## src/charge_seq_consts.svh

```systemverilog
`ifndef CHARGE_SEQ_CONSTS_SVH
`define CHARGE_SEQ_CONSTS_SVH

// voltage margins and temperatures as printed
`define LOCKOUT_HYST_MV      100
`define SUPPLY_START_MV      150
`define SUPPLY_STOP_MV       50
`define NO_BATT_MARGIN_MV    100
`define THERM_TRIP_C         150
`define THERM_COOL_C         10

// regulation target options in millivolts
`define REG_OPT0_MV          4200
`define REG_OPT1_MV          4350
`define REG_OPT2_MV          4400
`define REG_OPT3_MV          4500

// termination filter time and clock
`define TERM_FILTER_US       1000
`define CLK_PERIOD_NS        4
`define TERM_FILTER_CYC      ((`TERM_FILTER_US * 1000) / `CLK_PERIOD_NS)

// register map
`define ADDR_CTRL            12'h000
`define ADDR_STATUS          12'h004
`define ADDR_INPUTS          12'h008
`define CTRL_RESET           32'h0000_0000
`define CTRL_VARIANT_BIT     0
`define CTRL_REGSEL_LSB      1

`endif

```

## src/charge_seq_pkg.sv

```systemverilog
package charge_seq_pkg;

  typedef enum logic [8:0] {
    ST_SHUTDOWN  = 9'h001,
    ST_DETECT    = 9'h002,
    ST_NO_BATT   = 9'h004,
    ST_PRECOND   = 9'h008,
    ST_CC        = 9'h010,
    ST_CV        = 9'h020,
    ST_COMPLETE  = 9'h040,
    ST_DISABLED  = 9'h080,
    ST_QUALIFY   = 9'h100
  } charge_state_t;

  // comparator results from the analog front end
  typedef struct packed {
    logic supply_above_lockout;
    logic supply_above_lockout_hyst;
    logic supply_150_above_batt;
    logic supply_50_above_batt;
    logic batt_above_no_batt;
    logic batt_above_precond;
    logic batt_at_reg;
    logic batt_below_recharge;
    logic current_below_term;
    logic die_over_trip;
    logic die_cooled;
    logic current_set_enable_in;
  } comp_in_t;

  typedef struct packed {
    logic trickle_sel;
    logic full_sel;
    logic cv_sel;
    logic thermal_limit;
    logic charge_on;
  } mode_out_t;

  typedef struct packed {
    logic         psel;
    logic         penable;
    logic         pwrite;
    logic [11:0]  paddr;
    logic [31:0]  pwdata;
  } apb_req_t;

  typedef struct packed {
    logic         pready;
    logic         pslverr;
    logic [31:0]  prdata;
  } apb_rsp_t;

endpackage : charge_seq_pkg

```

## src/li_cell_charge_sequencer.sv

```systemverilog
// Implementation choices: the APB interface to the registers and the register offsets.
`timescale 1ns/100ps
`include "charge_seq_consts.svh"

module li_cell_charge_sequencer #(
  parameter int unsigned TERM_FILTER_CYC = `TERM_FILTER_CYC,
  parameter logic [1:0]  REG_OPTION      = 2'h0,
  parameter logic        OPEN_DRAIN      = 1'b0
) (
  // clock and reset
  input  wire logic                     pclk,
  input  wire logic                     presetn,
  // apb slave
  input  wire charge_seq_pkg::apb_req_t apb_req,
  output      charge_seq_pkg::apb_rsp_t apb_rsp,
  // comparators
  input  wire charge_seq_pkg::comp_in_t comp_in,
  // current mode selects
  output      charge_seq_pkg::mode_out_t mode_out,
  output      logic [1:0]               regulation_voltage_sel,
  // status pin
  output      logic                     status_out,
  output      logic                     status_oe
);
  import charge_seq_pkg::*;

  localparam int unsigned CW = $clog2(TERM_FILTER_CYC + 1);

  typedef struct packed {
    comp_in_t       sync1;
    comp_in_t       sync2;
    charge_state_t  state;
    logic           therm_susp;
    logic [CW-1:0]  term_cnt;
    logic           lockout;
    logic           variant_od;
    logic [1:0]     reg_sel;
    apb_rsp_t       rsp;
    mode_out_t      mode;
    logic [1:0]     reg_out;
    logic           stat_o;
    logic           stat_oe;
  } seq_state_t;

  seq_state_t cur;
  seq_state_t next_cur;

  comp_in_t c;
  logic     lockout_now;
  logic     enabled;
  logic     wr;
  logic     rd;

  always_comb begin
    next_cur     = cur;
    c            = cur.sync2;
    lockout_now  = 1'b0;
    enabled      = 1'b0;
    wr           = 1'b0;
    rd           = 1'b0;

    // two-flop synchronisers
    next_cur.sync1 = comp_in;
    next_cur.sync2 = cur.sync1;

    // lockout with hysteresis and battery margins
    if (cur.lockout) begin
      if (c.supply_above_lockout_hyst && c.supply_150_above_batt) begin
        next_cur.lockout = 1'b0;
      end
    end else begin
      if (!c.supply_above_lockout || !c.supply_50_above_batt) begin
        next_cur.lockout = 1'b1;
      end
    end
    lockout_now = next_cur.lockout;
    enabled     = c.current_set_enable_in;

    // thermal suspend, phase kept
    if (cur.therm_susp) begin
      if (c.die_cooled) begin
        next_cur.therm_susp = 1'b0;
      end
    end else if (c.die_over_trip) begin
      next_cur.therm_susp = 1'b1;
    end

    // termination filter counter
    if (cur.state == ST_CV && c.current_below_term) begin
      if (cur.term_cnt < CW'(TERM_FILTER_CYC)) begin
        next_cur.term_cnt = cur.term_cnt + CW'(1);
      end
    end else begin
      next_cur.term_cnt = '0;
    end

    if (lockout_now) begin
      next_cur.state = ST_SHUTDOWN;
    end else if (!enabled) begin
      next_cur.state = ST_DISABLED;
    end else begin
      case (cur.state)
        ST_SHUTDOWN, ST_DISABLED: begin
          next_cur.state = ST_DETECT;
        end
        ST_DETECT, ST_NO_BATT: begin
          if (c.batt_above_no_batt) begin
            next_cur.state = ST_NO_BATT;
          end else begin
            next_cur.state = ST_QUALIFY;
          end
        end
        ST_QUALIFY: begin
          if (c.batt_above_no_batt) begin
            next_cur.state = ST_NO_BATT;
          end else if (!c.batt_above_precond) begin
            next_cur.state = ST_PRECOND;
          end else if (c.batt_at_reg) begin
            next_cur.state = ST_CV;
          end else begin
            next_cur.state = ST_CC;
          end
        end
        ST_PRECOND: begin
          if (c.batt_above_precond) begin
            next_cur.state = ST_CC;
          end
        end
        ST_CC: begin
          if (c.batt_at_reg) begin
            next_cur.state = ST_CV;
          end
        end
        ST_CV: begin
          if (cur.term_cnt >= CW'(TERM_FILTER_CYC - 1)
              && c.current_below_term) begin
            next_cur.state = ST_COMPLETE;
          end
        end
        ST_COMPLETE: begin
          if (c.batt_above_no_batt) begin
            next_cur.state = ST_NO_BATT;
          end else if (c.batt_below_recharge) begin
            next_cur.state = ST_QUALIFY;
          end
        end
        default: begin
          next_cur.state = ST_SHUTDOWN;
        end
      endcase
    end

    // current mode selects, thermal overrides
    next_cur.mode = '0;
    if (!next_cur.therm_susp) begin
      next_cur.mode.trickle_sel = (next_cur.state == ST_PRECOND);
      next_cur.mode.full_sel    = (next_cur.state == ST_CC);
      next_cur.mode.cv_sel      = (next_cur.state == ST_CV);
    end
    next_cur.mode.charge_on = next_cur.mode.trickle_sel
                            | next_cur.mode.full_sel
                            | next_cur.mode.cv_sel;
    next_cur.mode.thermal_limit = next_cur.therm_susp;
    next_cur.reg_out = cur.reg_sel;

    // status pin
    case (next_cur.state)
      ST_PRECOND, ST_CC, ST_CV: begin
        next_cur.stat_o  = 1'b0;
        next_cur.stat_oe = 1'b1;
      end
      ST_COMPLETE: begin
        next_cur.stat_o  = !cur.variant_od;
        next_cur.stat_oe = !cur.variant_od;
      end
      default: begin
        next_cur.stat_o  = 1'b0;
        next_cur.stat_oe = 1'b0;
      end
    endcase

    // apb slave, zero wait states
    next_cur.rsp.pready  = 1'b0;
    next_cur.rsp.pslverr = 1'b0;
    if (apb_req.psel && !apb_req.penable) begin
      next_cur.rsp.pready = 1'b1;
      wr = apb_req.pwrite;
      rd = !apb_req.pwrite;
      case (apb_req.paddr)
        `ADDR_CTRL: begin
          if (wr) begin
            next_cur.variant_od = apb_req.pwdata[`CTRL_VARIANT_BIT];
            next_cur.reg_sel    = apb_req.pwdata[`CTRL_REGSEL_LSB +: 2];
          end
          next_cur.rsp.prdata = {29'h0, cur.reg_sel, cur.variant_od};
        end
        `ADDR_STATUS: begin
          if (wr) begin
            next_cur.rsp.pslverr = 1'b1;
          end
          next_cur.rsp.prdata = {21'h0, cur.lockout, cur.therm_susp,
                                 cur.state};
        end
        `ADDR_INPUTS: begin
          if (wr) begin
            next_cur.rsp.pslverr = 1'b1;
          end
          next_cur.rsp.prdata = {20'h0, cur.sync2};
        end
        default: begin
          next_cur.rsp.pslverr = 1'b1;
          next_cur.rsp.prdata  = 32'h0000_0000;
        end
      endcase
      if (!rd) begin
        next_cur.rsp.prdata = 32'h0000_0000;
      end
    end else begin
      next_cur.rsp.prdata = 32'h0000_0000;
    end
  end

  always_ff @(posedge pclk or negedge presetn) begin
    if (!presetn) begin
      cur            <= '0;
      cur.state      <= ST_SHUTDOWN;
      cur.lockout    <= 1'b1;
      cur.variant_od <= OPEN_DRAIN;
      cur.reg_sel    <= REG_OPTION;
    end else begin
      cur <= next_cur;
    end
  end

  assign apb_rsp                = cur.rsp;
  assign mode_out               = cur.mode;
  assign regulation_voltage_sel = cur.reg_out;
  assign status_out             = cur.stat_o;
  assign status_oe              = cur.stat_oe;

endmodule : li_cell_charge_sequencer

```

## config.mk

```make
export PLATFORM = sky130hd
export DESIGN_NAME = li_cell_charge_sequencer
export DESIGN_NICKNAME = d
export VERILOG_FILES = /design/src/charge_seq_pkg.sv /design/src/li_cell_charge_sequencer.sv
export VERILOG_INCLUDE_DIRS = /design/src /design/src/src
export SDC_FILE = /design/constraint.sdc
export NUM_CORES = 1
export LEC_CHECK = 0
export BUFFER_PORTS_ARGS = -buffer_cell sky130_fd_sc_hd__clkbuf_2
export CAP_MARGIN = 20
export CORE_MARGIN = 2
export CORE_UTILIZATION = 50
export CTS_CLUSTER_DIAMETER = 100
export DETAILED_ROUTE_END_ITERATION = 8
export PLACE_DENSITY = 0.78
export SLEW_MARGIN = 20
export SYNTH_ARGS = -nofsm -noshare
export SYNTH_HDL_FRONTEND = slang
export SYNTH_SLANG_ARGS = --single-unit
```

## constraint.sdc

```tcl
create_clock -name pclk -period 2.5 [get_ports pclk]
set_input_delay 0.5 -clock pclk [delete_from_list [all_inputs] [get_ports pclk]]
set_output_delay 0.5 -clock pclk [all_outputs]
set_load 0.01 [all_outputs]
```

==> results.json <==
{
  "power.density_mw_per_mm2": 621,
  "drt-total-wl_mm": 5.81,
  "rows": 30,
  "clkLatencyLatePin_ns": 0.36,
  "ys_seq_elements": 78,
  "syn-cell-area_mm2": 0.00347,
  "yosysTopAreaCell": "dfrtp_1",
  "cp_max_fo": 12,
  "drc": 0,
  "clockBufferDepth": 2,
  "nets": 423,
  "maxCapViolCount": 0,
  "p_int_uw": 1800,
  "synth.distinct_cells": 49,
  "synth_edf_count": 0,
  "io_buffers": 54,
  "gr-total-overflow": 0,
  "cts_root_buffer": "clkbuf_8",
  "cp-start-kind": "register",
  "synthesis.instances": 322,
  "synthArstFlopShare_pct": 100,
  "diodes": 0,
  "hpwlAfterDp_mm": 4.19,
  "rsz0062_at_grt": "no",
  "synth_top_area_share_pct": 54.8,
  "hold_path.class": "in -> async",
  "io-pin-count": 104,
  "dr.first_iter.drc_count": 192,
  "vias_per_cell": 5.09,
  "combPwrFrac_pct": 5.6,
  "synth.area.top_cells": "dfrtp_1 (55%), buf_4 (8.9%), nor2_1 (5.5%), xor2_1 (3.0%), xnor2_1 (1.8%)",
  "drt-wirelength-per-cell_um": 13.0,
  "fin_crit_ns": 2.32,
  "switching_share_pct": 24.0,
  "ys_top_cells_by_count": "dfrtp_1 (76), nor2_1 (51), buf_4 (41)",
  "r2r_end": "cur[67]",
  "synth_warnings": 0,
  "clock-sinks": 78,
  "fmax_mhz": 431,
  "worstPathRequired_ns": 2.78,
  "endpoint_kind": "register",
  "die_x_um": 87.3,
  "clockPowerShare_pct": 38.9,
  "cts_tree": "built",
  "finalHoldViolations": 0,
  "coreArea_mm2": 0.00676,
  "fillCellCount": 580,
  "dieArea_mm2": 0.00763,
  "clk_pin_slew_ns": 0.08,
  "status": "completed",
  "numCtsBuffers": 9,
  "r2r-start": "cur[70]",
  "p_leak_uw": 0.00179,
  "cts_hold_buf": 0,
  "finalPower_uw": 2370,
  "synth_seq_area_share_pct": 56.3,
  "period_share_pct": 92.8,
  "syn_area_per_cell_um2": 10.8,
  "vias": 2272,
  "p_sw_uw": 568,
  "postCtsSetupBuffers": 0,
  "ir_worst_vdd_uv": 446,
  "firstDrtPassIters": 4,
  "start_util_pct": 51.4,
  "syn_to_final_growth_pct": 9.95,
  "setup_viol": 0,
  "worstSetupPathType": "reg -> reg",
  "grt_pass1_wl_mm": 9.70,
  "tightest_slew_ns": 0.743,
  "yosysMostFrequentCell": "dfrtp_1",
  "slew-limit-headroom_pct": 50.3,
  "final_antenna_net_count": 0,
  "r2r_setup_slack_ns": 0.18,
  "r2r_cells": 6,
  "antenna_found_initial": 0,
  "grt_max_degree": 47,
  "slew_violations": 0,
  "drive_above_1_share_pct": 24.9,
  "cts-resized-gates": 0,
  "finalClockSkew_ns": 0.0117,
  "ys.flop_type": "dfrtp_1",
  "grt_pass1_vias": 2119,
  "die_h_um": 87.3,
  "htreeDepth": 3,
  "arrival_ns": 2.60,
  "grt_use_total_pct": 16.7,
  "gp_congestion": 0.894,
  "setup-tns-final_ns": 0,
  "seq_power_share_pct": 55.5
}
worst max-delay path, stage by stage, from the launching register on:
cell and delay (ns):
dfrtp_1 0.46, or2_2 0.36, nor4_2 0.35, nand2_1 0.13, a311o_2 0.52, or2_1 0.27, nor3b_2 0.18
state kept, by name, summed over array words and instances (netlist names):
name	cells
apb_rsp	14
c	11
cur	43
enabled	1
mode_out	5
regulation_voltage_sel	2
status_oe	1
status_out	1
through the flow:
| stage | instance area (um2) | utilization [%] | instances | hold slack [ns] | worst slack [ns] |
|---|---|---|---|---|---|
| 2_1_floorplan | 3540 | - | 341 | 0.204 | 0.448 |
| 3_3_place_gp | 3620 | 53.6 | 430 | 0.333 | 0.220 |
| 3_5_place_dp | 3620 | 53.6 | 430 | 0.335 | 0.177 |
| 4_1_cts | 3820 | 56.5 | 446 | 0.153 | 0.166 |
| 5_1_grt | 3820 | 56.5 | 446 | 0.174 | 0.0509 |
| 6_report | 3820 | 56.5 | 446 | 0.133 | 0.179 |
logic make-up after synthesis:
| group | synth area share (%) |
|---|---|
| buffers and inverters | 10.1 |
| AO/OA/AOI/OAI | 7.50 |
| multiplexers | 1.84 |
| other | 0.108 |
| flip-flops | 56.3 |
| XOR/XNOR | 4.79 |
| adder cells (fa/ha/maj) | 0.649 |
| AND/OR/NAND/NOR | 18.7 |
routing by layer:
metal	part of all wire, %	track usage [%]	vias up
met4	1.3	6.01	0
met5	0	0	-
li1	-	-	1112
met3	5.0	5.50	7
met1	48	22.6	1087
met2	46	25.3	66
placed cells by master, fill, tap and decap left out, types with 4 or more instances in the layout:
cell type,count
dfrtp_1,76
nor3_1,9
nand4_1,5
nor2_1,51
xnor2_1,7
xor2_1,12
nand2_1,15
a22oi_1,8
a21oi_1,12
clkbuf_2,53
clkbuf_8,9
conb_1,20
nand3_1,11
and3_1,4
buf_4,4
nor2b_1,7
clkinvlp_4,4
cell type report:
class,count,area (um2),area share [%]
tap,80,100,2.62
timing repair buffer,58,315,8.26
multi-input combinational,211,1240,32.4
sequential,78,1950,51.2
clock inverter,7,73.8,1.93
clock buffer,9,124,3.24
inverter,3,11.3,0.295
worst max-delay path by stage:
stage                     end  cells past startpoint  slack [ns]    start
floorplan           status_oe                      6        0.45  cur[57]
global placement      cur[67]                      6        0.22  cur[70]
detailed placement    cur[67]                      6        0.18  cur[70]
CTS                   cur[67]                      6        0.17  cur[70]
global route          cur[67]                      6        0.05  cur[71]
finish                cur[67]                      6        0.18  cur[70]
power by group through the flow:
stage	clock [uW]	sequential, uW	combinational [uW]
after floorplan	0	1330	97.7
after global placement	0	1340	131
after detailed placement	0	1340	135
after CTS	943	1310	135
after global routing	999	1320	153
final	921	1320	133
Note: power is estimated with default switching activity, not from simulation.
